**config.mk**
```make
export PLATFORM = sky130hd
export DESIGN_NAME = strap_capture
export DESIGN_NICKNAME = d
export VERILOG_FILES = /design/src/hdl/strap_pkg.sv /design/src/hdl/strap_sync_if.sv /design/src/hdl/strap_capture.sv /design/src/hdl/strap_sync.sv
export SDC_FILE = /design/constraint.sdc
export NUM_CORES = 1
export LEC_CHECK = 0
export ABC_AREA = 0
export BUFFER_PORTS_ARGS = -buffer_cell sky130_fd_sc_hd__clkbuf_2
export CORE_UTILIZATION = 40
export DETAILED_ROUTE_END_ITERATION = 10
export GPL_TIMING_DRIVEN = 1
export HOLD_SLACK_MARGIN = 0.05
export PLACE_DENSITY = 0.68
export SYNTH_ARGS = -nofsm -noshare
export SYNTH_HDL_FRONTEND = slang
export SYNTH_SLANG_ARGS = --single-unit
```
**constraint.sdc**
```tcl
create_clock -name core_clk -period 1.9 [get_ports core_clk]
set_clock_uncertainty 0.15 [all_clocks]
set_input_delay 0.19 -clock core_clk [delete_from_list [all_inputs] [get_ports core_clk]]
set_output_delay 0.19 -clock core_clk [all_outputs]
set_load 0.005 [all_outputs]
```
**src/hdl/strap_pkg.sv**
```systemverilog
// Constants for the strap capture and shared pin routing block.
// Assumes a single core clock and a synchronous active-low full reset.
package strap_pkg;
   localparam int          BUS_WIDTH      = 16;
   localparam int          OSR_WIDTH      = 3;
   localparam int          RANGE_WIDTH    = 2;
   localparam int          SYNC_STAGES    = 2;
   // Shared pin positions on the parallel data bus
   localparam int          POS_SINGLE_OUT = 4;
   localparam int          POS_BYTE_SEL   = 9;
   localparam int          POS_CFG_IN     = 10;
   localparam int          POS_OUT_B      = 11;
   localparam int          POS_OUT_A      = 12;
   localparam int          POS_OSR_LO     = 13;
   localparam int          UPPER_LO       = 9;
   localparam int          UPPER_HI       = 15;
   // Range select encodings
   localparam logic [1:0]  RANGE_SOFTWARE = 2'h0;
   localparam logic [1:0]  RANGE_2V5      = 2'h1;
   localparam logic [1:0]  RANGE_5V       = 2'h2;
   localparam logic [1:0]  RANGE_10V      = 2'h3;
   // Reset values
   localparam logic [2:0]  OSR_RESET      = 3'h0;
   localparam logic [15:0] BUS_OE_OFF     = 16'hFFFF;

   typedef enum logic [1:0] {
      IF_SERIAL     = 2'h0,
      IF_PARALLEL   = 2'h1,
      IF_BYTE       = 2'h2
   } if_mode_type;

   typedef enum logic [1:0] {
      RNG_NONE = 2'h0,
      RNG_2V5  = 2'h1,
      RNG_5V   = 2'h2,
      RNG_10V  = 2'h3
   } range_type;
endpackage

```
**src/hdl/strap_sync_if.sv**
```systemverilog
// Interface carrying synchronised pin levels from the synchroniser to the core.
// Assumes both ends run on core_clk.
`timescale 1ns/10ps
`default_nettype none
interface strap_sync_if;
   logic [15:0] bus_in;
   logic [1:0]  range_sel;
   logic        par_sel;
   modport src (output bus_in, output range_sel, output par_sel);
   modport dst (input bus_in, input range_sel, input par_sel);
endinterface
`default_nettype wire

```
**src/hdl/strap_capture.sv**
```systemverilog
// Reset-time strap capture, range decode and shared data pin routing.
// Assumes nrst is the full reset, synchronous to core_clk, held while straps settle.
`timescale 1ns/10ps
`default_nettype none
//Contract
// Byte interface strap sampled at reset release, fixed until next full reset.
// Three oversampling straps captured at reset release and held until next reset.
// Hardware or software mode decided from range pins at full reset.
// Hardware mode: range follows range pins live, no latching.
// Software mode: range pins latched and further changes ignored.
// Range code 00 software, 01 2.5V, 10 5V, 11 10V.
// Parallel mode: upper shared pins act as data bits 9 to 15.
// Software serial mode: data bit 10 pin is serial configuration input.
// Serial mode: data bit 12 pin drives serial output A.
// Serial mode: data bit 11 drives output B only if dual strap set.
// Single/dual strap at reset selects output A alone or both outputs.
// Host holds straps stable through full reset release.
module strap_capture
   import strap_pkg::*;
(
   input  wire logic                  core_clk,
   input  wire logic                  nrst,
   input  wire logic [15:0]           bus_pin_in,
   input  wire logic [1:0]            range_pin,
   input  wire logic                  parallel_pin,
   input  wire logic [15:0]           par_out_data,
   input  wire logic                  par_out_en,
   input  wire logic                  ser_a_data,
   input  wire logic                  ser_b_data,
   output logic [15:0]                bus_pin_out,
   output logic [15:0]                bus_pin_oe_n,
   output logic [15:0]                par_in_data,
   output logic                       serial_config_in,
   output logic                       byte_interface_strap,
   output logic [2:0]                 oversampling_ratio,
   output logic                       software_mode,
   output strap_pkg::range_type       input_range,
   output strap_pkg::if_mode_type     interface_mode,
   output logic                       dual_output,
   output logic                       config_valid
);
   import strap_pkg::*;

   strap_sync_if sync ();

   strap_sync u_sync (
      .core_clk  (core_clk),
      .bus_pin   (bus_pin_in),
      .range_pin (range_pin),
      .par_pin   (parallel_pin),
      .sync      (sync)
   );

   function automatic range_type decode_range(input logic [1:0] code);
      case (code)
         RANGE_2V5: decode_range = RNG_2V5;
         RANGE_5V:  decode_range = RNG_5V;
         RANGE_10V: decode_range = RNG_10V;
         default:   decode_range = RNG_NONE;
      endcase
   endfunction

   // Capture state
   logic        in_reset_q, in_reset_d;
   logic        valid_q, valid_d;
   logic        byte_q, byte_d;
   logic [2:0]  osr_q, osr_d;
   logic        sw_q, sw_d;
   logic        dual_q, dual_d;
   logic        par_q, par_d;
   range_type   range_q, range_d;
   if_mode_type mode_q, mode_d;

   // Captured at the first clock after release; synchronised values are already
   // settled because the host holds straps through reset.
   logic capture;
   assign capture = in_reset_q && nrst;

   always_comb begin
      in_reset_d = !nrst;
      valid_d    = valid_q;
      byte_d     = byte_q;
      osr_d      = osr_q;
      sw_d       = sw_q;
      dual_d     = dual_q;
      par_d      = par_q;
      range_d    = range_q;
      if (!nrst) begin
         valid_d = 1'b0;
         byte_d  = 1'b0;
         osr_d   = OSR_RESET;
         sw_d    = 1'b0;
         dual_d  = 1'b0;
         par_d   = 1'b0;
         range_d = RNG_NONE;
      end else if (capture) begin
         valid_d = 1'b1;
         byte_d  = sync.bus_in[POS_BYTE_SEL];
         osr_d   = sync.bus_in[POS_OSR_LO +: OSR_WIDTH];
         sw_d    = (sync.range_sel == RANGE_SOFTWARE);
         dual_d  = !sync.bus_in[POS_SINGLE_OUT];
         par_d   = sync.par_sel;
         range_d = decode_range(sync.range_sel);
      end else if (valid_q && !sw_q) begin
         range_d = decode_range(sync.range_sel);
      end
      // Software mode keeps the captured range untouched  // R5
   end

   always_ff @(posedge core_clk) begin
      in_reset_q <= in_reset_d;
      valid_q    <= valid_d;
      byte_q     <= byte_d;
      osr_q      <= osr_d;
      sw_q       <= sw_d;
      dual_q     <= dual_d;
      par_q      <= par_d;
      range_q    <= range_d;
   end

   // Taken from the next strap values so the mode settles with config_valid;
   // a stale serial mode would drive output A for a cycle in parallel mode
   always_comb begin
      if (!par_d)
         mode_d = IF_SERIAL;
      else if (byte_d)
         mode_d = IF_BYTE;
      else
         mode_d = IF_PARALLEL;
   end

   always_ff @(posedge core_clk) begin
      mode_q <= mode_d;
   end

   // Pin routing, registered so every output leaves a flip-flop
   logic [15:0] out_q, out_d;
   logic [15:0] oe_n_q, oe_n_d;
   logic [15:0] pin_q, pin_d;
   logic        sdi_q, sdi_d;

   always_comb begin
      out_d  = '0;
      oe_n_d = BUS_OE_OFF;
      pin_d  = pin_q;
      sdi_d  = 1'b0;
      if (!nrst || !valid_q) begin
         // Pins stay released while straps are still being read
         pin_d = '0;
      end else begin
         case (mode_q)
            IF_PARALLEL: begin
               pin_d = sync.bus_in;
               if (par_out_en) begin
                  out_d  = par_out_data;
                  oe_n_d = '0;
               end
            end
            IF_BYTE: begin
               // Byte transfers use only the low lanes
               pin_d = {8'h00, sync.bus_in[7:0]};
               if (par_out_en) begin
                  out_d[7:0]  = par_out_data[7:0];
                  oe_n_d[7:0] = 8'h00;
               end
            end
            IF_SERIAL: begin
               pin_d = '0;
               out_d[POS_OUT_A]  = ser_a_data;
               oe_n_d[POS_OUT_A] = 1'b0;
               if (dual_q) begin
                  out_d[POS_OUT_B]  = ser_b_data;
                  oe_n_d[POS_OUT_B] = 1'b0;
               end
               if (sw_q)
                  sdi_d = sync.bus_in[POS_CFG_IN];
            end
            default: pin_d = '0;
         endcase
      end
   end

   always_ff @(posedge core_clk) begin
      out_q  <= out_d;
      oe_n_q <= oe_n_d;
      pin_q  <= pin_d;
      sdi_q  <= sdi_d;
   end

   assign bus_pin_out          = out_q;
   assign bus_pin_oe_n         = oe_n_q;
   assign par_in_data          = pin_q;
   assign serial_config_in     = sdi_q;
   assign byte_interface_strap = byte_q;
   assign oversampling_ratio   = osr_q;
   assign software_mode        = sw_q;
   assign input_range          = range_q;
   assign interface_mode       = mode_q;
   assign dual_output          = dual_q;
   assign config_valid         = valid_q;

   a_osr_held: assert property (@(posedge core_clk) disable iff (!nrst)
      valid_q && $past(valid_q) |-> $stable(osr_q))
      else $error("oversampling setting changed after capture");

   a_byte_held: assert property (@(posedge core_clk) disable iff (!nrst)
      valid_q && $past(valid_q) |-> $stable(byte_q))
      else $error("byte strap changed after capture");

   a_mode_held: assert property (@(posedge core_clk) disable iff (!nrst)
      valid_q && $past(valid_q) |-> $stable(sw_q))
      else $error("hw/sw mode changed after capture");

   a_sw_range_hold: assert property (@(posedge core_clk) disable iff (!nrst)
      sw_q && valid_q && $past(valid_q) |-> $stable(range_q))
      else $error("range moved in software mode");

   a_hw_range_live: assert property (@(posedge core_clk) disable iff (!nrst)
      valid_q && !sw_q && $past(valid_q) |-> range_q == $past(sync.range_sel))
      else $error("range does not follow pins in hardware mode");

   a_range_decode: assert property (@(posedge core_clk) disable iff (!nrst)
      valid_q |-> sw_q == (range_q == RNG_NONE))
      else $error("range decode mismatch");

   a_out_a_drive: assert property (@(posedge core_clk) disable iff (!nrst)
      valid_q && mode_q == IF_SERIAL ##1 mode_q == IF_SERIAL |->
      !oe_n_q[POS_OUT_A] && out_q[POS_OUT_A] == $past(ser_a_data))
      else $error("serial output A not driven");

   a_out_b_gate: assert property (@(posedge core_clk) disable iff (!nrst)
      valid_q && mode_q == IF_SERIAL ##1 mode_q == IF_SERIAL |->
      oe_n_q[POS_OUT_B] == !dual_q)
      else $error("serial output B enable wrong");

   a_par_upper: assert property (@(posedge core_clk) disable iff (!nrst)
      valid_q && mode_q == IF_PARALLEL && par_out_en |=>
      oe_n_q[UPPER_HI:UPPER_LO] == 7'h00)
      else $error("upper data pins not driven in parallel mode");
endmodule
`default_nettype wire

```
**src/hdl/strap_sync.sv**
```systemverilog
// Two-stage synchroniser for all asynchronous pin inputs.
// Assumes pins are quasi-static or tolerate two cycles of latency.
`timescale 1ns/10ps
`default_nettype none
module strap_sync
   import strap_pkg::*;
(
   input  wire logic        core_clk,
   input  wire logic [15:0] bus_pin,
   input  wire logic [1:0]  range_pin,
   input  wire logic        par_pin,
   strap_sync_if.src        sync
);
   logic [18:0] meta_q, meta_d;
   logic [18:0] stab_q, stab_d;

   // No reset here: straps held during reset must reach capture at release
   always_comb begin
      meta_d = {par_pin, range_pin, bus_pin};
      stab_d = meta_q;
   end

   // First stage feeds only the second
   always_ff @(posedge core_clk) begin
      meta_q <= meta_d;
      stab_q <= stab_d;
   end

   assign sync.bus_in    = stab_q[15:0];
   assign sync.range_sel = stab_q[17:16];
   assign sync.par_sel   = stab_q[18];
endmodule
`default_nettype wire

```
==> metrics list, run 1 <==
* Most frequent cells after synthesis: sky130_fd_sc_hd__dfxtp_1 (88), sky130_fd_sc_hd__and2_1 (30), sky130_fd_sc_hd__buf_4 (14), sky130_fd_sc_hd__nor2_1 (13)
- The path class of the tightest hold or removal check is reg -> reg.
- Power spread over the standard cell area amounts to between 900 and 1000 nW/um2.
* Hold Buf Count CTS: 40
- Weighted congestion reported at the end of routability-driven placement: around 0.75
- The first global-routing pass estimated approximately 7000 um of wire.
- Fraction of final layout cells sized beyond drive strength 1: 0.363
- Post-synthesis net count: roughly 240
- For this run, the top clock speed supported by timing is 0.556 GHz.
- The cell sitting at the root of the clock tree is a sky130_fd_sc_hd__clkbuf_8.
- From left edge to right edge, the die measures 80.0 um.
* Number of pins with negative max-slew slack in the final report: 0
- Number of setup buffers added after CTS: 0
- The HPWL after detailed placement is 2910 um.
- Setup violations remaining at the end of the flow were counted as 0.
- Counting along the longest clock path gives a buffer depth of 2.
* Setup crit start kind: flip-flop
- Fraction of synthesized cell area taken by the top area cell type: 0.724
* Final antenna diode count: 0
- After filler insertion, the fill cell instance count of the layout stands at 513.
- Counting flops with an async set or reset pin after synthesis yields a share of 0.
* Die outline area: 6400 um2
- Detailed routing inserted a total of 1677 vias.
- Crit-path max FO: 5
* Most used standard cell by instance count after synthesis: sky130_fd_sc_hd__dfxtp_1
- For the worst-skew pair, the clock arrives at the later sink with an insertion delay of 340 ps.
- For the pin with the worst max-slew slack, the measured transition is ~340 ps.
* Sequential element share of the synthesized area: 0.724
* Top_reg_cell synth: sky130_fd_sc_hd__dfxtp_1
- Counting the buffers created by CTS gives 9.
- Clock sink count: 88
- After clock tree synthesis, the repair step resized 0 gates.
* Deepest level of the CTS H-tree: 3
* Leakage power summed over all cells: between 1.5 and 2 nW
- Net count reported at finish: roughly 370
* Initial Utilization: 0.413
- Final hold viol count: 0
* Number of synthesized flops with an enable pin: 0
- From synthesis to final layout, the design area changed by 43.5%.
- Type of the worst setup path: reg -> reg
* Min cycle time layout: roughly 1800 ps
* TritonCTS clock tree: built
* Count of buffers inserted at the top-level ports: slightly below 100
* Routed WL: ~4500 um
- Total negative setup slack: 0 ps
- After synthesis the netlist holds a flip-flop and latch count of 88.
* Crit. End Element: flip-flop
- The synthesized design spends more area on one cell type than any other, namely sky130_fd_sc_hd__dfxtp_1.
- Remaining antenna violation count after routing: 0
- Headroom to the max-slew limit: 0.773
- Crit path DAT: 1880 ps
* Synth area leaders: sky130_fd_sc_hd__dfxtp_1 (72%), sky130_fd_sc_hd__and2_1 (7.7%), sky130_fd_sc_hd__buf_4 (4.3%)
- Final Instance Count excl. Fillers: 408
* Vertical extent of the die: about 80 um
- The detailed router finished its first iteration with 48 violations.
- Entering global routing, the biggest net connects 14 pins.
- Dividing the detail-routed via count by the number of cells gives 4.11.
- Data on the critical path is required at its endpoint by 1980 ps.
- Final period util: 0.947
- The tightest hold path in the finished design has a slack of between 150 and 200 ps.
- Worst IR drop on VDD: 0.521 mV
- For this run, the number of Yosys warnings is 0.
* Initial antenna violation count: 0
* Distinct cell type count of the synthesized netlist: 23
- Reported max-cap violation count: 0
- After floorplanning, the core was divided into 28 placement rows.
- Vias in the first global route: 1621
* Core area: 5890 um2
- Setup repair after global routing left no endpoint under its margin.
* Total track usage: 0.155
- Counting tap cells, the placed design contains a total of 352 instances.
- Count of mapped cells out of synthesis: 191
- Avg Synthesized Cell Area: 12.7 um2
* Area of the mapped netlist: 2430 um2
- In the routed design, unresolved DRC markers number 0.
* Number of detailed-route iterations in the first pass: 3
- The flow ran to the end, and the final reports show no timing, DRC or antenna violations.
- Pin placement for this block handled 100 I/O pins.
* Wirelength per Cell: 10.9 um
- After global routing the overflow that remains totals 0.
* Clock-pin slew on the worst setup and hold paths: 80 ps
* Overall power after layout: 3.22 mW
==> path summary, 6_finish.rpt <==
check	from	end	slack, ps	depth (start not counted)
hold / removal	u_sync.meta_q[8]	u_sync.stab_q[8]	180	0
setup / recovery	interface_mode[1]	bus_pin_out[12]	100	5
setup reg to reg	interface_mode[1]	bus_pin_out[12]	100	5
hold reg to reg	u_sync.meta_q[8]	u_sync.stab_q[8]	180	0
==> registers in the layout (all words and copies together) (netlist names) <==
register and cells:
bus_pin_oe_n 4, bus_pin_out 16, byte_interface_strap 1, config_valid 1
dual_output 1, in_reset_q 1, input_range 2, interface_mode 2
oversampling_ratio 3, par_in_data 16, par_q 1, serial_config_in 1
software_mode 1, u_sync.meta_q 19, u_sync.stab_q 19
==> layout make-up <==
class	count	area [um2]	share of cell area
well taps	75	93.8	0.0269
multi-input cells	81	536	0.153
inverters	8	30.0	0.00860
repair buffers	140	903	0.259
clock inverters	3	17.5	0.00502
flip-flops and latches	88	1760	0.505
clock buffers	13	149	0.0427
==> cells in the final DEF, fill, tap and decap left out, types with 2 or more instances in the layout <==
cell and n:
sky130_fd_sc_hd__dfxtp_1 88, sky130_fd_sc_hd__clkbuf_2 99, sky130_fd_sc_hd__nor2_2 3, sky130_fd_sc_hd__inv_1 6, sky130_fd_sc_hd__nand2_1 7, sky130_fd_sc_hd__clkbuf_1 3
sky130_fd_sc_hd__nor2_1 13, sky130_fd_sc_hd__dlygate4sd3_1 40, sky130_fd_sc_hd__and2_1 30, sky130_fd_sc_hd__clkbuf_8 10, sky130_fd_sc_hd__a21oi_1 3, sky130_fd_sc_hd__mux2i_1 7
sky130_fd_sc_hd__ha_1 5, sky130_fd_sc_hd__nand3_1 3, sky130_fd_sc_hd__clkinv_2 2
==> kinds of logic (layout without fill, tap and decap cells) <==
logic type,count (synthesis),after routing,synth area share
flip-flops,88,88,0.724
AND/OR/NAND/NOR,60,60,0.138
multiplexers,9,9,0.0396
adder cells (fa/ha/maj),5,5,0.0257
AO/OA/AOI/OAI,7,7,0.0170
buffers and inverters,22,164,0.0556
==> through the flow <==
stage	util	cell area [um2]	setup WS, ps
after floorplan	-	2430	509
after global placement	0.497	2920	311
after detailed placement	0.497	2920	294
after CTS	0.593	3490	111
after global routing	0.593	3490	5.99
final	0.593	3490	99.9
==> layer usage <==
| metal | part of all wire | vias to the layer above | GRT usage |
|---|---|---|---|
| li1 | - | 862 | - |
| met1 | 0.39 | 738 | 0.152 |
| met2 | 0.51 | 64 | 0.270 |
| met3 | 0.061 | 13 | 0.0457 |
| met4 | 0.033 | 0 | 0.123 |
| met5 | 0 | - | 0 |
==> where the power goes <==
| group | switching (mW) | total (mW) | internal, mW | leakage (nW) |
|---|---|---|---|---|
| combinational | 0.0701 | 0.191 | 0.121 | 0.851 |
| sequential | 0.0263 | 1.93 | 1.91 | 0.727 |
| clock | 0.585 | 1.09 | 0.508 | 0.0834 |
| total | 0.682 | 3.22 | 2.54 | 1.66 |
==> worst max-delay path: stages (launching register included) <==
cell	delay [ps]
sky130_fd_sc_hd__dfxtp_1	400
sky130_fd_sc_hd__inv_1	100
sky130_fd_sc_hd__ha_1	260
sky130_fd_sc_hd__a32oi_1	170
sky130_fd_sc_hd__dlygate4sd3_1	570
sky130_fd_sc_hd__nor2_1	50
Note: power is estimated with default switching activity, not from simulation.
==> run 2: changes to the inputs <==
- ABC_AREA: 0 -> 1
- CTS_CLUSTER_DIAMETER: not set -> 200
==> metrics list, run 2 <==
* Fraction of final layout cells sized beyond drive strength 1: 0.320 (-0.0433)
- Setup Slack @ Placement: 333 ps (+39.2 ps)
- Flops & latches, synth: 88 (unchanged)
- Number of detailed-route iterations in the first pass: 4 (+1)
- Instance count after placement with tap cells included: 400 (+14%)
* Ratio of routed vias to standard cells: 4.11 (about the same)
- The global route total overflow is 0 (unchanged).
- Initial antenna violation count: 0 (unchanged)
* Worst IR drop on VDD: 0.562 mV (+7.9%)
- The detailed-route wire length is 4730 um (+6.1%).
- The power density normalized to cell area was 993 nW/um2 (+7.7%).
* Count of buffers inserted at the top-level ports: 99 (unchanged)
- The via count of the first global-routing pass is 1669 (+3.0%).
- Number of placed I/O pins: 100 (unchanged)
- The clock latency at the later pin of the worst-skew pair is 350 ps (about the same).
- The final weighted congestion in routability-driven placement came to 0.763 (+1.6%).
* Data required time of the worst path: 2000 ps (+20 ps)
- The count of yosys warnings during synthesis was 0 (unchanged).
- Reported max-cap violation count: 0 (unchanged)
- Total placed instance area: 2960 um2 (+1.4%)
- Leakage power summed over all cells: 1.74 nW (+4.8%)
* Number of failing setup endpoints in the final timing report: 0 (unchanged)
- Min cycle time layout: 1750 ps (-51.9 ps)
* Avg Synthesized Cell Area: 10.3 um2 (-19%)
* Dominant cell type by area after synthesis: sky130_fd_sc_hd__dfxtp_1
- The layout filler cell count is 521 (+1.6%).
* Overall power after layout: 3.55 mW (+10%)
* Area Growth Syn to Fin: 44.4%
* Total negative setup slack: 0 ps (unchanged)
* Sequential element share of the synthesized area: 0.713 (-0.0117)
- Post-Layout Inst Area: 3570 um2 (+2.3%)
- The clock-pin transition on the worst setup and hold timing paths was 80 ps (about the same).
- The number of post-CTS setup repair buffers came to 0 (unchanged).
- Most used standard cell by instance count after synthesis: sky130_fd_sc_hd__dfxtp_1
* Initial Utilization: 0.415 (+0.00186)
- STA classifies the critical path endpoint as a flip-flop.
- Max frequency: 0.572 GHz (+3.0%)
* Count of mapped cells out of synthesis: 240 (+26%)
- Setup repair after global routing left no endpoint under its margin.
- The part of the cycle the worst path needs was 0.920 (-0.0273).
- The number of DRC violations after detailed routing was 0 (unchanged).
- Final antenna diode count: 0 (unchanged)
- The combined area of the multi-input logic cells was 497 um2 (-7.2%).
- The core area is 5960 um2 (+1.2%).
* Top_reg_cell synth: sky130_fd_sc_hd__dfxtp_1
* Vertical extent of the die: 80.6 um (+0.80%)
* Detailed placer's ending HPWL: 3090 um (+6.0%)
- The number of enable-type register cells in the synthesized netlist is 0 (unchanged).
- Total track usage: 0.160 (+0.00462)
- Net count reported at finish: 420 (+13%)
* Wirelength per Cell: 10.5 um (-4.4%)
* Commonest non-fill, non-tap cell in the layout: sky130_fd_sc_hd__clkbuf_2
- Total via count after detailed routing: 1861 (+11%)
- Most frequent cells after synthesis: sky130_fd_sc_hd__dfxtp_1 (88), sky130_fd_sc_hd__nor2_1 (42), sky130_fd_sc_hd__nand2_1 (40), sky130_fd_sc_hd__inv_1 (24), sky130_fd_sc_hd__buf_4 (14)
- Setup crit start kind: flip-flop
* Class of the tightest hold or removal check: reg -> reg
* Distinct cell type count of the synthesized netlist: 18 (-22%)
- The maximum buffer depth of the clock tree came to 2 (unchanged).
- Worst R2R Setup Slack: 150 ps (+50 ps)
- The post-cts resize count was 0 (unchanged).
- First DRT Iteration DRCs: 60 (+25%)
- Hold Path Depth: 0 (unchanged)
- The count of final hold-check violations is 0 (unchanged).
- The net count after synthesis was 285 (+21%).
- Die outline area: 6500 um2 (+1.6%)
* Type of the worst setup path: reg -> reg
- Deepest level of the CTS H-tree: 3 (unchanged)
- Synth area leaders: sky130_fd_sc_hd__dfxtp_1 (71%), sky130_fd_sc_hd__nor2_1 (6.4%), sky130_fd_sc_hd__nand2_1 (6.1%)
- The number of non-filler instances in the completed layout is 453 (+11%).
* Run status: finished clean
* Transition time at the pin with the least slew margin: 438 ps (+98.1 ps)
- Remaining antenna violation count after routing: 0 (unchanged)
- Fraction of synthesized cell area taken by the top area cell type: 0.713 (-0.0117)
- Area of the mapped netlist: 2470 um2 (+1.6%)
- Num rows: 28 (unchanged)
- Sequential cell area: 1760 um2 (unchanged)
- Largest regs: u_sync.meta_q x19, u_sync.stab_q x19
- The proportion of synthesized flip-flops having asynchronous set or reset came to 0 (unchanged).
* Clock sink count: 88 (unchanged)
- TritonCTS buffer count: 9 (unchanged)
- Number of pins with negative max-slew slack in the final report: 0 (unchanged)
- The die width came to 80.6 um (+0.80%).
* Pin count of the biggest net entering global routing: 15 (+1)
* Headroom to the max-slew limit: 0.707 (-0.0656)
* Clock root buffer: sky130_fd_sc_hd__clkbuf_8
- The maximum fanout along the worst path was 4 (-1).
* Wire length of the first global-routing pass: 7420 um (+4.7%)
- The final setup slack of the worst path came to 152 ps (+51.9 ps).
- Highest-count cells in the layout ignoring fill and taps: sky130_fd_sc_hd__clkbuf_2 (99), sky130_fd_sc_hd__dfxtp_1 (88), sky130_fd_sc_hd__nor2_1 (42), sky130_fd_sc_hd__nand2_1 (40), sky130_fd_sc_hd__dlygate4sd3_1 (39)
- The cell count of the worst reg-to-reg path came to 7 (+2).
- TritonCTS built the clock tree.
- The endpoint arrival time on the critical path is 1850 ps (-30 ps).
-- run 2: where the power goes --
| part | leakage, nW | switching, mW | internal [mW] |
|---|---|---|---|
| Combinational | 0.905 | 0.0916 | 0.127 |
| Sequential | 0.727 | 0.0296 | 1.91 |
| Clock | 0.109 | 0.615 | 0.772 |
| Total | 1.74 | 0.736 | 2.81 |
-- run 2: worst max-delay path, stage by stage, from the launching register on --
cell	delay (ps)
sky130_fd_sc_hd__dfxtp_1	380
sky130_fd_sc_hd__inv_1	90
sky130_fd_sc_hd__ha_1	250
sky130_fd_sc_hd__nand3_1	90
sky130_fd_sc_hd__nand2_1	50
sky130_fd_sc_hd__dlygate4sd3_1	550
sky130_fd_sc_hd__nand2_1	60
sky130_fd_sc_hd__inv_1	30
-- run 2: cells by family after synthesis --
kind of cell    share of synthesized area
flops                               0.713
buf+inv                            0.0865
simple gates                        0.149
compound gates                     0.0263
fa+ha+maj                          0.0253
-- run 2: final cells by class --
class / instances / share of cell area
repair buffers: 141 / 0.254
clock inverters: 4 / 0.0217
clock buffers: 10 / 0.0386
multi-input cells: 110 / 0.139
inverters: 25 / 0.0263
well taps: 75 / 0.0263
flip-flops and latches: 88 / 0.494
-- run 2: repair_timing --
action	in CTS	in global routing
hold endpoints to repair	36	1
hold buffers	38	1
endpoints found under the setup margin	0	0
-- run 2: final timing paths --
path	from	endpoint
setup / recovery	interface_mode[0]	bus_pin_out[11]
hold / removal	u_sync.meta_q[16]	u_sync.stab_q[16]
setup reg to reg	interface_mode[0]	bus_pin_out[11]
hold reg to reg	u_sync.meta_q[16]	u_sync.stab_q[16]
-- run 2: per-stage QoR --
step | util | hold slack [ps]
after global routing | 0.599 | 178
after detailed placement | 0.498 | 144
after floorplan | - | 67.7
after CTS | 0.598 | 56.2
after global placement | 0.498 | 142
final | 0.599 | 174
-- run 2: routing by layer --
metal,vias up,part of all wire,GRT usage
li1,977,-,-
met4,0,0.011,0.0750
met2,77,0.50,0.277
met3,6,0.069,0.0636
met1,801,0.42,0.167
met5,-,0,0
==> run 3: changes to the inputs <==
- BUFFER_PORTS_ARGS: -buffer_cell sky130_fd_sc_hd__clkbuf_2 -> not set
- DONT_BUFFER_PORTS: not set -> 1
- PLACE_DENSITY: 0.68 -> not set
==> metrics list, run 3 (synthesis results as in run 2) <==
- Crit. End Element: flip-flop
- The critical path in this run is classified as reg -> reg.
- The measured slew at the worst slew-check pin is 493 ps (+54.8 ps).
- The part of the cycle the worst path needs is 0.958 (+0.0382).
* Area Growth Syn to Fin: 23.3%
- Final WS setup: 79.2 ps (-72.6 ps)
- Endpoint of the most critical setup path: bus_pin_out[11]
- The die width came to 80.6 um (unchanged).
- The number of antenna violations at the first check in global routing is 0 (unchanged).
- The number of buffers inserted during clock tree synthesis came to 9 (unchanged).
- The remaining number of nets flagged by the antenna check after routing is 0 (unchanged).
- The number of DRC violations after detailed routing is 0 (unchanged).
- Layout fillers: 581 (+12%)
- The detailed-routing iteration count for the pre-antenna-repair pass was 4 (unchanged).
* Vias in the first global route: 1437 (-14%)
- Terminus of the critical flop-to-flop path: bus_pin_out[11]
- The number of pins with negative max-slew slack in the final report is 0 (unchanged).
- Residual overflow from global routing: 0 (unchanged)
- Data required time of the worst path: 1990 ps (about the same)
- Deepest level of the CTS H-tree: 3 (unchanged)
* Min cycle time layout: 1820 ps (+72.6 ps)
* Crit-path max FO: 4 (unchanged)
* Leakage power summed over all cells: 1.31 nW (-25%)
- The hold slack was 177 ps (+2.35 ps).
* Ratio of routed vias to standard cells: 4.39 (+6.8%)
- In the layout the commonest cells are sky130_fd_sc_hd__dfxtp_1 (87), sky130_fd_sc_hd__nor2_1 (42), sky130_fd_sc_hd__nand2_1 (40), sky130_fd_sc_hd__dlygate4sd3_1 (39), sky130_fd_sc_hd__inv_1 (24).
- The final weighted congestion in routability-driven placement is 0.690 (-9.6%).
- The critical path starts at interface_mode[1].
- Routed WL: 4430 um (-6.5%)
- The number of post-CTS setup repair buffers was 0 (unchanged).
* Pwr per Cell Area: 1110 nW/um2 (+12%)
- The global-route wire length before repair is 6720 um (-9.4%).
- Worst R2R Path Depth: 7 (unchanged)
- Clock sink count: 88 (unchanged)
- The count of final hold-check violations was 0 (unchanged).
- The worst hold path belongs to the class reg -> reg.
- Num rows: 28 (unchanged)
* TritonCTS clock tree: built
- The area of all sequential standard cells is 1760 um2 (about the same).
* Total negative setup slack: 0 ps (unchanged)
* Max frequency: 0.549 GHz (-4.0%)
* Setup Slack @ Placement: 206 ps (-127 ps)
- In the final layout, the registers with the most flip-flops are u_sync.meta_q x19, u_sync.stab_q x19.
* Insertion delay to the later sink of the worst-skew pair: 340 ps (about the same)
* Wirelength per Cell: 12.5 um (+20%)
* Total track usage: 0.146 (-0.0138)
- The number of buffers added on ports is 0 (-100%).
- Multi-input gate area: 497 um2 (unchanged)
* Core utilization of the finished layout: 0.512 (-0.0874)
- Clock buffer depth: 2 (unchanged)
* Worst R2R Setup Slack: 80 ps (-70 ps)
* Worst IR drop on VDD: 0.828 mV (+47%)
- Headroom to the max-slew limit: 0.670 (-0.0374)
- Number of failing setup endpoints in the final timing report: 0 (unchanged)
- Clock tree synthesis selected as its root buffer the cell sky130_fd_sc_hd__clkbuf_8.
* Core area: 5960 um2 (unchanged)
- Setup repair after global routing missed its margin: false
- Commonest non-fill, non-tap cell in the layout: sky130_fd_sc_hd__dfxtp_1
* Reported max-cap violation count: 0 (unchanged)
* First DRT Iteration DRCs: 67 (+12%)
- Clock-pin slew on the worst setup and hold paths: 80 ps (about the same)
* Run status: finished clean
* Launching point of the worst reg2reg path: interface_mode[1]
- The post-DP HPWL came to 2710 um (-12%).
- Net count reported at finish: 319 (-24%)
- Vertical extent of the die: 80.6 um (unchanged)
* Setup crit start kind: flip-flop
* Pin count of the biggest net entering global routing: 15 (unchanged)
* Crit path DAT: 1910 ps (+60 ps)
- Initial Utilization: 0.415 (unchanged)
- The via count was 1549 (-17%).
* Number of placed I/O pins: 100 (unchanged)
- Die outline area: 6500 um2 (unchanged)
* Fraction of final layout cells sized beyond drive strength 1: 0.0791 (-0.241)
- Final antenna diode count: 0 (unchanged)
==> run 3: report_power, final <==
| part | leakage, nW | switching (mW) | internal [mW] |
|---|---|---|---|
| clock | 0.106 | 0.623 | 0.677 |
| sequential | 0.728 | 0.0370 | 1.91 |
| combinational | 0.473 | 0.0678 | 0.0813 |
==> run 3: what timing repair did <==
item | 4_1_cts | 5_1_grt
setup endpoints to repair | 0 | 2
hold buffers | 39 | 0
gates resized for setup | 0 | 1
endpoints found under the hold margin | 53 | 0
==> run 3: how the worst min path moves through the flow <==
stage | start | depth (start not counted) | slack (ps) | to
floorplan | bus_pin_in[0] | 0 | 70 | u_sync.meta_q[0]
CTS | u_sync.meta_q[3] | 0 | 180 | u_sync.stab_q[3]
finish | u_sync.meta_q[3] | 0 | 180 | u_sync.stab_q[3]
global route | u_sync.meta_q[3] | 0 | 180 | u_sync.stab_q[3]
detailed placement | bus_pin_in[6] | 0 | 70 | u_sync.meta_q[6]
global placement | bus_pin_in[9] | 0 | 70 | u_sync.meta_q[9]
==> run 3: critical path, cell delays in order, from the launching register on <==
cell and delay (ps):
sky130_fd_sc_hd__dfxtp_1 410, sky130_fd_sc_hd__inv_1 110, sky130_fd_sc_hd__ha_1 250, sky130_fd_sc_hd__nand3_1 110
sky130_fd_sc_hd__nand2_1 50, sky130_fd_sc_hd__dlygate4sd3_1 540, sky130_fd_sc_hd__nand2_1 70, sky130_fd_sc_hd__inv_1 40
==> run 3: layer usage <==
layer,vias up,GRT usage,part of all wire,wire length [um]
met5,-,0,0,0
met4,0,0.0982,0.030,133
met3,15,0.0705,0.11,478
met2,91,0.247,0.46,2030
met1,667,0.139,0.40,1780
li1,776,-,-,-
==> run 3: final cells by class <==
type / instances / share of cell area
Inverter: 25 / 0.0308
Clock buffer: 11 / 0.0497
Tap cell: 75 / 0.0308
Multi-Input combinational cell: 110 / 0.163
Timing Repair Buffer: 40 / 0.130
Sequential cell: 88 / 0.578
Clock inverter: 4 / 0.0172
==> run 3: per-stage QoR <==
stage	area, um2	power (mW)	instances
5_1_grt	3050	3.54	353
3_3_place_gp	2450	2.07	299
2_1_floorplan	2470	2.05	240
6_report	3050	3.40	353
4_1_cts	3050	3.44	353
3_5_place_dp	2450	2.07	299
